### src/ipid_pkg.sv
// Purpose: shared constants for the four-pin interrupting input port
// Assumes: 250 MHz core clock, APB register access with 32-bit data
// Notes: offsets are byte addresses, one aligned word per register
package ipid_pkg;

  // ----------------------------------------------------------------
  // widths
  // ----------------------------------------------------------------
  localparam int IPID_PINS = 4;        // port width
  localparam int IPID_AW = 8;          // decoded address bits

  // ----------------------------------------------------------------
  // register byte offsets
  // ----------------------------------------------------------------
  localparam logic [7:0] IPID_OFS_LEVELS = 8'h00;   // input_pin_levels, read only
  localparam logic [7:0] IPID_OFS_ENABLES = 8'h04;  // pin_irq_enables
  localparam logic [7:0] IPID_OFS_FLAGS = 8'h08;    // pin_irq_flags, write one to clear
  localparam logic [7:0] IPID_OFS_POLARITY = 8'h0c; // pin_edge_polarity
  localparam logic [7:0] IPID_OFS_BYPASS = 8'h10;   // debounce_bypass_bits
  localparam logic [7:0] IPID_OFS_PULLDIS = 8'h14;  // pull_disable_bits
  localparam logic [7:0] IPID_OFS_CTRL = 8'h18;     // prescaler_control / wake options
  localparam logic [7:0] IPID_OFS_EVT = 8'h1c;      // event status, clear on read
  localparam logic [7:0] IPID_OFS_EVTMASK = 8'h20;  // event status mask

  // ----------------------------------------------------------------
  // control register fields
  // ----------------------------------------------------------------
  localparam int IPID_CTRL_DEBOUNCE_CLOCK_SELECT = 0;  // debounce_clock_select
  localparam int IPID_CTRL_WAKE = 1;    // sleep_wake_enable

  // ----------------------------------------------------------------
  // reset values
  // ----------------------------------------------------------------
  localparam logic [3:0] IPID_RST_ENABLES = 4'h0;
  localparam logic [3:0] IPID_RST_FLAGS = 4'h0;
  localparam logic [3:0] IPID_RST_POLARITY = 4'h0;
  localparam logic [3:0] IPID_RST_BYPASS = 4'h0;
  localparam logic [3:0] IPID_RST_PULLDIS = 4'h0;
  localparam logic [1:0] IPID_RST_CTRL = 2'h0;
  localparam logic [3:0] IPID_RST_EVT = 4'h0;
  localparam logic [3:0] IPID_RST_EVTMASK = 4'h0;

  // ----------------------------------------------------------------
  // timing: debounce tap periods in ns, converted to core cycles
  // ----------------------------------------------------------------
  localparam int IPID_CLK_PERIOD_NS = 4;            // 250 MHz
  localparam int IPID_TAP_SLOW_NS = 7812500;        // 128 Hz tap
  localparam int IPID_TAP_FAST_NS = 976562;         // 1024 Hz tap
  localparam int IPID_TAP_SLOW_CYC = IPID_TAP_SLOW_NS / IPID_CLK_PERIOD_NS;
  localparam int IPID_TAP_FAST_CYC = IPID_TAP_FAST_NS / IPID_CLK_PERIOD_NS;

endpackage

### src/ipid_port.sv
// Purpose: four-pin input port with debounce, edge interrupts and wake
// Assumes: pins asynchronous to core_clk; sleep and reset match are same-clock
// Notes: registers reached over APB, zero wait states
//
// Operation
// software reads each pin level anytime
// every option held separately per pin; debounce select and wake enable are single bits shared by all pins
// sleep drops pulls unless wake enabled
// wake-enabled sleep exits on reset match
// debounce needs stability over two ticks
// bypass bit picks direct or debounced
// debounce tap select: slow or fast
// polarity bit picks interrupt edge
// interrupt enables reset to zero
// masked edges discarded, never pending
// flags reset zero, write one clears
// edges taken on polarity-adjusted signal
// software masks before changing polarity
// pull active only when not disabled
// pins 0-2 debounced to branch conditions
// pins 0,3 clock the event counter
// pin 3 raw drives millisecond counter
// irq while enabled flag set
// pins synchronised, edges by compare
//
// Local design decisions: register access over APB and the placing of the registers.
`timescale 1ns/10ps
module ipid_port
  import ipid_pkg::*;
#(
  parameter int SLOW_CYC = IPID_TAP_SLOW_CYC, // shorten in simulation
  parameter int FAST_CYC = IPID_TAP_FAST_CYC, // shorten in simulation
  parameter logic [3:0] PULLUP_MASK = 4'h0,   // pullup_mask_option per pin
  parameter logic [3:0] PULLDN_MASK = 4'hf    // pulldown_mask_option per pin
) (
  input wire logic core_clk,
  input wire logic rst,
  input wire logic psel,
  input wire logic penable,
  input wire logic pwrite,
  input wire logic [IPID_AW-1:0] paddr,
  input wire logic [31:0] pwdata,
  output logic [31:0] prdata,
  output logic pready,
  output logic pslverr,
  input wire logic [3:0] input_pins,
  input wire logic sleep_mode,
  input wire logic reset_match,
  output logic [3:0] pullup_en,
  output logic [3:0] pulldown_en,
  output logic wake,
  output logic [2:0] branch_condition,
  output logic [1:0] event_clock,
  output logic millisecond_counter_ctl,
  output logic irq
);

  // ----------------------------------------------------------------
  // registers and state
  // ----------------------------------------------------------------
  logic [3:0] sync1_ff, sync2_ff, sync3_ff; // pin synchroniser chain
  logic [3:0] pin_level_ff;                 // accepted pin level
  logic [3:0] deb_samp_ff;                  // level at last debounce tick
  logic [3:0] deb_ff;                       // debounced level
  logic [3:0] pol_prev_ff;                  // previous polarity-adjusted value
  logic [3:0] enables_ff;                   // pin_irq_enables
  logic [3:0] flags_ff;                     // pin_irq_flags
  logic [3:0] polarity_ff;                  // pin_edge_polarity
  logic [3:0] bypass_ff;                    // debounce_bypass_bits
  logic [3:0] pulldis_ff;                   // pull_disable_bits
  logic [1:0] ctrl_ff;                      // debounce select, wake enable
  logic [3:0] evt_ff;                       // event status, clear on read
  logic [3:0] evtmask_ff;                   // event status mask
  logic [31:0] tap_cnt_ff;                  // debounce tap divider
  logic [31:0] prdata_ff;
  logic pready_ff, pslverr_ff;
  logic [3:0] pullup_ff, pulldown_ff;
  logic wake_ff, irq_ff, msc_ff;
  logic [2:0] branch_ff;
  logic [1:0] evclk_ff;

  // ----------------------------------------------------------------
  // combinational helpers
  // ----------------------------------------------------------------
  logic tap_tick;           // one-cycle debounce clock edge
  logic [31:0] tap_limit;   // divider end count for chosen tap
  logic inputs_active;      // inputs live outside plain sleep
  logic [3:0] sel_level;    // bypass-selected level
  logic [3:0] pol_level;    // polarity-adjusted level
  logic [3:0] edge_seen;    // rising edge of adjusted level
  logic [3:0] flag_set;     // enabled edges this cycle
  logic [3:0] flag_clr;     // write-one-to-clear mask this cycle
  logic acc, wr_acc, rd_acc, mapped;
  logic [31:0] nxt_prdata;

  // address decode for the error flag only; the read mux decodes paddr itself
  function automatic logic ipid_mapped(input logic [IPID_AW-1:0] a);
    unique case (a)
      IPID_OFS_LEVELS, IPID_OFS_ENABLES, IPID_OFS_FLAGS, IPID_OFS_POLARITY,
      IPID_OFS_BYPASS, IPID_OFS_PULLDIS, IPID_OFS_CTRL, IPID_OFS_EVT,
      IPID_OFS_EVTMASK: ipid_mapped = 1'b1;
      default: ipid_mapped = 1'b0;
    endcase
  endfunction

  assign acc = psel & penable & pready_ff;
  assign wr_acc = acc & pwrite;
  assign rd_acc = acc & ~pwrite;
  assign mapped = ipid_mapped(paddr);
  // inputs deactivated in sleep unless wake is enabled
  assign inputs_active = ~sleep_mode | ctrl_ff[IPID_CTRL_WAKE];
  // debounce clock choice
  assign tap_limit = ctrl_ff[IPID_CTRL_DEBOUNCE_CLOCK_SELECT] ? 32'(FAST_CYC - 1) : 32'(SLOW_CYC - 1);
  assign tap_tick = (tap_cnt_ff >= tap_limit);
  // per-pin bypass and polarity, each bit its own choice
  assign sel_level = (bypass_ff & pin_level_ff) | (~bypass_ff & deb_ff);
  assign pol_level = sel_level ^ polarity_ff;
  assign edge_seen = pol_level & ~pol_prev_ff;
  // masked edges are dropped here, nothing is held pending
  assign flag_set = edge_seen & enables_ff;
  // only a completed write to the flag word clears; zeros leave bits alone
  assign flag_clr = (wr_acc && paddr == IPID_OFS_FLAGS) ? pwdata[3:0] : 4'h0;

  // ----------------------------------------------------------------
  // pin synchroniser: three flops, change taken when 2nd and 3rd agree
  // ----------------------------------------------------------------
  always_ff @(posedge core_clk) begin
    if (rst) begin
      sync1_ff <= 4'h0;
      sync2_ff <= 4'h0;
      sync3_ff <= 4'h0;
    end else begin
      sync1_ff <= input_pins;
      sync2_ff <= sync1_ff;
      sync3_ff <= sync2_ff;
    end
  end

  // accepted level; frozen while inputs are deactivated in sleep
  always_ff @(posedge core_clk) begin
    if (rst) begin
      pin_level_ff <= 4'h0;
    end else if (inputs_active) begin
      for (int i = 0; i < IPID_PINS; i++) begin
        if (sync2_ff[i] == sync3_ff[i]) begin
          pin_level_ff[i] <= sync3_ff[i];
        end
      end
    end
  end

  // ----------------------------------------------------------------
  // debounce tap divider and two-tick stability filter
  // ----------------------------------------------------------------
  // divider restarts on wrap; a select change takes effect within one period
  always_ff @(posedge core_clk) begin
    if (rst) begin
      tap_cnt_ff <= 32'h0;
    end else if (tap_tick) begin
      tap_cnt_ff <= 32'h0;
    end else begin
      tap_cnt_ff <= tap_cnt_ff + 32'h1;
    end
  end

  // a level is accepted only when equal at two successive ticks
  always_ff @(posedge core_clk) begin
    if (rst) begin
      deb_samp_ff <= 4'h0;
      deb_ff <= 4'h0;
    end else if (tap_tick) begin
      deb_samp_ff <= pin_level_ff;
      for (int i = 0; i < IPID_PINS; i++) begin
        if (deb_samp_ff[i] == pin_level_ff[i]) begin
          deb_ff[i] <= pin_level_ff[i];
        end
      end
    end
  end

  // ----------------------------------------------------------------
  // edge detection and interrupt flags
  // ----------------------------------------------------------------
  // previous adjusted value; a polarity flip that raises a steady pin's adjusted value is an edge
  always_ff @(posedge core_clk) begin
    if (rst) begin
      pol_prev_ff <= 4'hf; // no spurious edge straight out of reset
    end else begin
      pol_prev_ff <= pol_level;
    end
  end

  // sticky flags: write one clears, a same-cycle edge wins over the clear
  always_ff @(posedge core_clk) begin
    if (rst) begin
      flags_ff <= IPID_RST_FLAGS;
    end else begin
      flags_ff <= (flags_ff & ~flag_clr) | flag_set;
    end
  end

  // event status: any new flag, cleared by reading it, set wins
  always_ff @(posedge core_clk) begin
    if (rst) begin
      evt_ff <= IPID_RST_EVT;
    end else if (rd_acc && paddr == IPID_OFS_EVT) begin
      evt_ff <= flag_set;
    end else begin
      evt_ff <= evt_ff | flag_set;
    end
  end

  // ----------------------------------------------------------------
  // software-written configuration
  // ----------------------------------------------------------------
  // enables reset to zero on every reset, masking all pins
  always_ff @(posedge core_clk) begin
    if (rst) begin
      enables_ff <= IPID_RST_ENABLES;
    end else if (wr_acc && paddr == IPID_OFS_ENABLES) begin
      enables_ff <= pwdata[3:0];
    end
  end

  // remaining option registers, one field per pin except the two control bits
  always_ff @(posedge core_clk) begin
    if (rst) begin
      polarity_ff <= IPID_RST_POLARITY;
      bypass_ff <= IPID_RST_BYPASS;
      pulldis_ff <= IPID_RST_PULLDIS;
      ctrl_ff <= IPID_RST_CTRL;
      evtmask_ff <= IPID_RST_EVTMASK;
    end else if (wr_acc) begin
      unique case (paddr)
        IPID_OFS_POLARITY: polarity_ff <= pwdata[3:0];
        IPID_OFS_BYPASS: bypass_ff <= pwdata[3:0];
        IPID_OFS_PULLDIS: pulldis_ff <= pwdata[3:0];
        IPID_OFS_CTRL: ctrl_ff <= pwdata[1:0];
        IPID_OFS_EVTMASK: evtmask_ff <= pwdata[3:0];
        default: ; // other offsets handled elsewhere or ignored
      endcase
    end
  end

  // ----------------------------------------------------------------
  // apb slave: answers in the cycle after setup, error on unmapped
  // ----------------------------------------------------------------
  always_comb begin
    nxt_prdata = 32'h0;
    unique case (paddr)
      IPID_OFS_LEVELS: nxt_prdata[3:0] = pin_level_ff;
      IPID_OFS_ENABLES: nxt_prdata[3:0] = enables_ff;
      IPID_OFS_FLAGS: nxt_prdata[3:0] = flags_ff;
      IPID_OFS_POLARITY: nxt_prdata[3:0] = polarity_ff;
      IPID_OFS_BYPASS: nxt_prdata[3:0] = bypass_ff;
      IPID_OFS_PULLDIS: nxt_prdata[3:0] = pulldis_ff;
      IPID_OFS_CTRL: nxt_prdata[1:0] = ctrl_ff;
      IPID_OFS_EVT: nxt_prdata[3:0] = evt_ff;
      IPID_OFS_EVTMASK: nxt_prdata[3:0] = evtmask_ff;
      default: nxt_prdata = 32'h0;
    endcase
  end

  // data captured in setup so it is stable for the whole access phase
  always_ff @(posedge core_clk) begin
    if (rst) begin
      prdata_ff <= 32'h0;
      pready_ff <= 1'b0;
      pslverr_ff <= 1'b0;
    end else begin
      pready_ff <= psel & ~penable;
      pslverr_ff <= psel & ~penable & ~mapped;
      if (psel && !penable && !pwrite) begin
        prdata_ff <= nxt_prdata;
      end
    end
  end

  // ----------------------------------------------------------------
  // pin-side outputs, all from flops
  // ----------------------------------------------------------------
  // pulls on only if fitted, not disabled, and not in plain sleep
  always_ff @(posedge core_clk) begin
    if (rst) begin
      pullup_ff <= 4'h0;
      pulldown_ff <= 4'h0;
    end else begin
      // both mask options fitted is illegal; neither pull is driven then
      pullup_ff <= PULLUP_MASK & ~PULLDN_MASK & ~pulldis_ff & {4{inputs_active}};
      pulldown_ff <= PULLDN_MASK & ~PULLUP_MASK & ~pulldis_ff & {4{inputs_active}};
    end
  end

  // wake request while sleeping with wake enabled and inputs matching
  always_ff @(posedge core_clk) begin
    if (rst) begin
      wake_ff <= 1'b0;
    end else begin
      wake_ff <= sleep_mode & ctrl_ff[IPID_CTRL_WAKE] & reset_match;
    end
  end

  // feeds to the cpu branch inputs and counters
  always_ff @(posedge core_clk) begin
    if (rst) begin
      branch_ff <= 3'h0;
      evclk_ff <= 2'h0;
      msc_ff <= 1'b0;
    end else begin
      branch_ff <= deb_ff[2:0];
      evclk_ff <= {pol_level[3], pol_level[0]};
      msc_ff <= pin_level_ff[3];
    end
  end

  // single level interrupt: enabled flags or unmasked event status
  always_ff @(posedge core_clk) begin
    if (rst) begin
      irq_ff <= 1'b0;
    end else begin
      irq_ff <= (|(flags_ff & enables_ff)) | (|(evt_ff & evtmask_ff));
    end
  end

  assign prdata = prdata_ff;
  assign pready = pready_ff;
  assign pslverr = pslverr_ff;
  assign pullup_en = pullup_ff;
  assign pulldown_en = pulldown_ff;
  assign wake = wake_ff;
  assign branch_condition = branch_ff;
  assign event_clock = evclk_ff;
  assign millisecond_counter_ctl = msc_ff;
  assign irq = irq_ff;

  // ----------------------------------------------------------------
  // assertions
  // ----------------------------------------------------------------
  enables_reset_a: assert property (@(posedge core_clk)
    $fell(rst) |-> enables_ff == 4'h0)
    else $error("enables not cleared by reset");

  masked_edge_a: assert property (@(posedge core_clk) disable iff (rst)
    (edge_seen[0] && !enables_ff[0] && !flags_ff[0]) |=> !flags_ff[0])
    else $error("masked edge set a flag");

  flag_set_a: assert property (@(posedge core_clk) disable iff (rst)
    flag_set[1] |=> flags_ff[1])
    else $error("enabled edge did not set flag");

  w1c_clear_a: assert property (@(posedge core_clk) disable iff (rst)
    (wr_acc && paddr == IPID_OFS_FLAGS && pwdata[2] && !flag_set[2]) |=> !flags_ff[2])
    else $error("write one did not clear flag");

  w0_keep_a: assert property (@(posedge core_clk) disable iff (rst)
    (wr_acc && paddr == IPID_OFS_FLAGS && !pwdata[3] && flags_ff[3]) |=> flags_ff[3])
    else $error("write zero changed flag");

  polarity_flip_a: assert property (@(posedge core_clk) disable iff (rst)
    (pol_level[0] && !$past(pol_level[0]) && enables_ff[0]) |=> flags_ff[0])
    else $error("adjusted edge lost");

  irq_follow_a: assert property (@(posedge core_clk) disable iff (rst)
    (|(flags_ff & enables_ff)) |=> irq)
    else $error("irq missing for enabled flag");

  pull_sleep_a: assert property (@(posedge core_clk) disable iff (rst)
    (sleep_mode && !ctrl_ff[IPID_CTRL_WAKE]) [*2] |-> pullup_en == 4'h0 && pulldown_en == 4'h0)
    else $error("pulls left on in sleep");

  pull_disable_a: assert property (@(posedge core_clk) disable iff (rst)
    pulldis_ff[1] |=> !pullup_en[1] && !pulldown_en[1])
    else $error("disabled pull still on");

  wake_exit_a: assert property (@(posedge core_clk) disable iff (rst)
    (sleep_mode && ctrl_ff[IPID_CTRL_WAKE] && reset_match) |=> wake)
    else $error("wake not raised");

  deb_stable_a: assert property (@(posedge core_clk) disable iff (rst)
    (tap_tick && deb_samp_ff[0] != pin_level_ff[0]) |=> $stable(deb_ff[0]))
    else $error("unstable input accepted");

  branch_deb_a: assert property (@(posedge core_clk) disable iff (rst)
    ##1 branch_condition == $past(deb_ff[2:0]))
    else $error("branch condition not debounced level");

  msc_raw_a: assert property (@(posedge core_clk) disable iff (rst)
    ##1 millisecond_counter_ctl == $past(pin_level_ff[3]))
    else $error("millisecond control not raw pin");

endmodule

### config.mk
export PLATFORM = sky130hd
export DESIGN_NAME = ipid_port
export DESIGN_NICKNAME = d
export VERILOG_FILES = /design/src/ipid_pkg.sv /design/src/ipid_port.sv
export SDC_FILE = /design/constraint.sdc
export NUM_CORES = 1
export LEC_CHECK = 0
export ABC_CLOCK_PERIOD_IN_PS = 4450
export BUFFER_PORTS_ARGS = -buffer_cell sky130_fd_sc_hd__buf_4
export CORE_MARGIN = 2
export CORE_UTILIZATION = 30
export CTS_CLUSTER_SIZE = 30
export DETAILED_ROUTE_END_ITERATION = 8
export GPL_TIMING_DRIVEN = 0
export SLEW_MARGIN = 20
export SYNTH_ARGS = -nofsm -noshare
export SYNTH_HDL_FRONTEND = slang
export SYNTH_SLANG_ARGS = --single-unit
### constraint.sdc
create_clock -name core_clk -period 4.45 [get_ports core_clk]
set_input_delay 0.2225 -clock core_clk [delete_from_list [all_inputs] [get_ports core_clk]]
set_output_delay 0.2225 -clock core_clk [all_outputs]
set_load 0.005 [all_outputs]
== After elaboration in Yosys (flattened, before gate mapping) ==
Index checks and enable logic that the tools add are counted.

* Memory bits (read-only): 0
* Register bits after elaboration: 108
* Logic and storage cells: 110
* Bits of input ports: 51
* Memories kept: 0
* Output and inout port bits: 50
* Latch bits: 0
* Memory bits (writable): 0

* Shifts and indexed selects: 0
* Equal/unequal tests: 16
* Reductions and logical operators: 25
* Magnitude comparators: 1
* Bitwise operators: 30
* Divide/modulo/power cells: 0
* Add/sub/neg operators: 1
* Multiplexer cells: 6
* Multiply operators: 0

{| class="wikitable"
|+ Operator list
! cell !! number
|-
| $add 32x1->32 const B || 1
|-
| $and 4x4->4 || 8
|-
| $eq 8x5->1 const B || 4
|-
| $ge 32x21->1 || 1
|-
| $reduce_and 2->1 || 13
|-
| $mux 21 || 1
|-
| $pmux 2 s9 || 1
|-
| $eq 8x4->1 const B || 2
|-
| $not 4->4 || 4
|-
| $pmux 2 s8 || 1
|-
| $or 4x4->4 || 3
|-
| $reduce_or 9->1 || 1
|-
| $and 1x1->1 || 8
|-
| $eq 1x1->1 || 8
|-
| $eq 8x3->1 const B || 1
|-
| $eq 8x6->1 const B || 1
|-
| $logic_not 8->1 || 1
|-
| $mux 4 || 2
|-
| $reduce_or 4->1 || 2
|-
| $logic_and 1x1->1 || 5
|-
| $not 1->1 || 4
|-
| $xor 4x4->4 || 1
|-
| $logic_not 1->1 || 2
|-
| $or 1x1->1 || 2
|-
| other kinds (2) || 2
|}

== Logic depth before layout (Yosys ltp) ==
* Depth in word-level cells: 8
* Mapped depth: 9
* Depth with buffers taken out: 8

== Worst setup path after synthesis ==
Ideal clock, no wire load.

* Path kind: register to register
* Start: register ctrl_ff[0]
* End: register deb_samp_ff[3]
* Stages on the path, launching flop included: 9
* Setup time: 121 ps
* Clock period less this slack: 2380 ps
* Buffers on the path: 0
* Data required time: 4329 ps
* Arrival time: 2259 ps
* Slack: 2070 ps
* Cells stage by stage: dfxtp_1 > inv_1 > ha_1 > a21oi_1 > o21ai_0 > o31a_1 > or2_4 > a21oi_4 > mux2_4

* Word-level cells in the longest chain between the ends: 2

{| class="wikitable"
|+ Ends and longest elaborated chain
! item !! line !! source
|-
| start: declaration || ipid_port.sv:71 || <nowiki>logic [1:0] ctrl_ff;</nowiki>
|-
| start signal: assignment || ipid_port.sv:238 || <nowiki>IPID_OFS_CTRL: ctrl_ff <= pwdata[1:0];</nowiki>
|-
| $mux 21 || ipid_port.sv:113 || <nowiki>assign tap_limit = ctrl_ff[IPID_CTRL_DEBOUNCE_CLOCK_SELECT] ? 32'(FAST_CYC - 1) : 32'(SLOW_CYC - 1);</nowiki>
|-
| $ge 32x21->1 || ipid_port.sv:114 || <nowiki>assign tap_tick = (tap_cnt_ff >= tap_limit);</nowiki>
|-
| end signal: assignment || ipid_port.sv:172 || <nowiki>deb_samp_ff <= pin_level_ff;</nowiki>
|-
| end: declaration || ipid_port.sv:63 || <nowiki>logic [3:0] deb_samp_ff;</nowiki>
|}

No other way between the ends.
A chain may end at the register's enable or synchronous reset.

== Final worst setup path ==
Same ends and word-level chain as after synthesis.

==> flow_metrics.py <==
metrics = {
    "floorplanning": {
        "core-area_um2": 15900,
        "rows": 46,
        "initial_core_util_pct": 30.9,
        "fp.dieW_um": 132,
        "io_pins": 101,
        "die_y_um": 132,
        "dieArea_um2": 17500,
    },
    "clock_network": {
        "cts_root_buf": "clkbuf_16",
        "cts_hold_buf": 0,
        "clk_latency_ns": 0.35,
        "cts_tree": "built",
        "ctsHtreeMaxLevel": 3,
        "clk_pin_slew_ns": 0.07,
        "cts-resized-gates": 0,
        "cts_sinks": 108,
        "numCtsBuffers": 9,
        "cts_setup_buffers": 0,
        "cts_buffer_depth": 2,
    },
    "global_route": {
        "antenna_found_initial": 0,
        "grtUsageTotal_pct": 14.1,
        "overflow": 0,
        "grt_max_degree": 18,
        "grt_pass1_wl_um": 19700,
        "grt_pass1_vias": 3599,
    },
    "sta": {
        "setup-tns-final_ns": 0,
        "hold_violations": 0,
        "setup_viol": 0,
        "fin_skew_ns": 0.00897,
        "period_share_pct": 63.6,
        "tightest_slew_ns": 0.785,
        "max_freq_mhz": 353,
        "report.final.slew_viol_count": 0,
        "rsz0062_at_grt": "no",
        "relSlewSlack_pct": 47.7,
        "hold_ws_ns": 0.0800,
        "setup_ws_ns": 1.62,
        "min_period_ns": 2.83,
    },
    "finish": {
        "area_delta_synth_final_pct": 21.0,
        "layout-drive-gt1-share_pct": 16.6,
        "mostFrequentLayoutCells": "dfxtp_1, buf_4, nor2_1",
        "nets": 699,
        "num_antenna_cells": 0,
        "layout_commonest_cell": "dfxtp_1",
        "layout.cells.non_filler": 854,
    },
    "worst_setup_path": {
        "cp.required_ns": 4.69,
        "crit_arrival_ns": 3.07,
        "reg2reg_slack_ns": 1.62,
        "path_class": "flop to flop",
        "r2r_cells": 8,
        "crit_start": "ctrl_ff[0]",
        "reg2reg_to": "deb_samp_ff[3]",
        "worstSetupStartpointType": "flop",
        "cp_cell_sequence": "inv_1, ha_1, a21oi_1, o21ai_0, o31a_1, or2_4, a21oi_4, mux2_4",
        "critPathSlowestCell": "dfxtp_1",
        "critPathMaxFanout": 11,
        "cp-end-kind": "flop",
        "r2r-start": "ctrl_ff[0]",
        "cpPeakStageDelay_ns": 0.66,
    },
    "synthesis": {
        "synth_top_area_cell": "dfxtp_1",
        "synth_cells": 542,
        "ys.flop_type": "dfxtp_1",
        "synth_area_leaders": "dfxtp_1, mux2i_1, nor2_1",
        "async_reset_ff_share_pct": 0,
        "synth_edf_count": 0,
        "synth_top_area_share_pct": 43.9,
        "yosys_warnings": 0,
        "syn_area_per_cell_um2": 9.09,
        "synth_cell_types": 54,
        "seq_area_frac_synth_pct": 43.9,
        "ys_seq_elements": 108,
        "syn_area_um2": 4930,
    },
    "drt": {
        "drc": 0,
        "wl_per_cell_um": 13.9,
        "ant_nets": 0,
        "vias": 3940,
        "drt-initial-drc-count": 358,
        "wirelength_um": 11900,
        "viasPerCell": 4.61,
        "first_pass_iters": 5,
    },
    "place": {
        "port_buffers": 39,
        "place.detailed.instances": 838,
        "dp_hpwl_um": 8740,
        "gp_congestion": 0.936,
        "dp_slack_ns": 1.61,
    },
    "pwr": {
        "p_seq_share_pct": 50.4,
        "p_leak_nw": 2.39,
        "switchingPower_mw": 0.432,
        "power.internal_mw": 1.52,
        "comb_power_share_pct": 5.7,
        "power.density_nw_per_um2": 328,
        "clockPowerShare_pct": 43.9,
        "switching_share_pct": 22.1,
        "ir_drop_mv": 0.175,
        "finalPower_mw": 1.96,
    },
    "run": {
        "max_cap_viol_count": 0,
    },
    "outcome": {
        "status": "finished, final reports clean",
    },
    "worst_hold_path": {
        "min_delay_path_depth": 2,
        "hold_start": "input_pins[2]",
        "min_path_type": "input pin to flop",
        "holdPathEnd": "sync1_ff[2]",
    },
}
-- cell type report --
type | count | area (µm²)
inverters | 9 | 33.8
multi-input cells | 416 | 2570
clock inverters | 7 | 91.3
well taps | 216 | 270
fillers | 1676 | 9980
repair buffers | 39 | 293
clock buffers | 9 | 225
flip-flops and latches | 108 | 2160
plain buffers | 50 | 315
-- flip-flops by register name, summed over array words and instances (netlist names), 2 cells and up --
register	count
sync2_ff	4
tap_cnt_ff	32
sync1_ff	4
evt_ff	4
ctrl_ff	2
pulldown_en	4
prdata	4
deb_samp_ff	4
flags_ff	4
polarity_ff	4
pulldis_ff	4
enables_ff	4
pol_prev_ff	4
deb_ff	4
pin_level_ff	4
sync3_ff	4
evtmask_ff	4
event_clock	2
branch_condition	3
bypass_ff	4
-- stage by stage --
step | utilization (%) | instance area [µm²]
final | 37.4 | 5960
after global routing | 37.4 | 5960
after CTS | 37.4 | 5960
after detailed placement | 35.4 | 5640
after global placement | 35.4 | 5640
after floorplan | - | 5080
-- critical path, delay by kind of cell (launching register included) --
family | cells | cell delay [ns]
compound gates | 4 | 0.82
flops | 1 | 0.66
fa+ha+maj | 1 | 0.39
mux | 1 | 0.32
buf+inv | 1 | 0.27
simple gates | 1 | 0.25
-- metal layers --
layer	GRT usage [%]	part of all wire [%]
met4	6.28	2.2
met3	2.23	6.3
met1	20.3	50
met5	0	0
met2	20.5	41
-- how the worst max path moves through the flow --
stage,end,slack [ns]
5_1_grt,deb_ff[0],1.38
3_5_place_dp,deb_samp_ff[3],1.61
6_report,deb_samp_ff[3],1.62
3_3_place_gp,deb_samp_ff[3],1.60
4_1_cts,deb_samp_ff[3],1.57
2_1_floorplan,deb_samp_ff[3],2.07
-- power by group through the flow --
stage	clock network, mW	logic, mW	registers [mW]
5_1_grt	0.923	0.122	0.986
6_report	0.858	0.112	0.985
4_1_cts	0.878	0.110	0.985
3_5_place_dp	0	0.110	1.01
2_1_floorplan	0	0.0655	1.01
3_3_place_gp	0	0.110	1.01
-- cells in the mapped netlist (all sizes together), types with 2 or more instances --
library cell / instances
dfxtp: 108
nor2: 65
buf: 38
a21oi: 32
nand2: 31
nor2b: 28
mux2i: 26
o21ai: 26
nand3: 20
ha: 15
xor2: 15
clkbuf: 12
nor3: 10
inv: 9
nand2b: 9
xnor2: 9
and2: 8
nand4: 8
a211oi: 7
and3: 6
or2: 6
a21o: 5
nand3b: 5
nor4: 5
a221o: 4
a22oi: 4
a22o: 3
and4: 3
and4b: 3
nand4b: 3
a31oi: 2
mux2: 2
o31a: 2
-- logic make-up after synthesis --
kind of cell | Yosys count | synth area share (%)
adders and majority gates | 15 | 3.81
other | 1 | 0.0761
xor gates and xnor gates | 24 | 4.27
AOI/OAI and AO/OA | 94 | 12.1
DFF | 108 | 43.9
and+or+nand+nor | 212 | 22.5
muxes | 29 | 6.27
buffers and inverters | 59 | 7.08
Power figures use the tool's default switching activity.
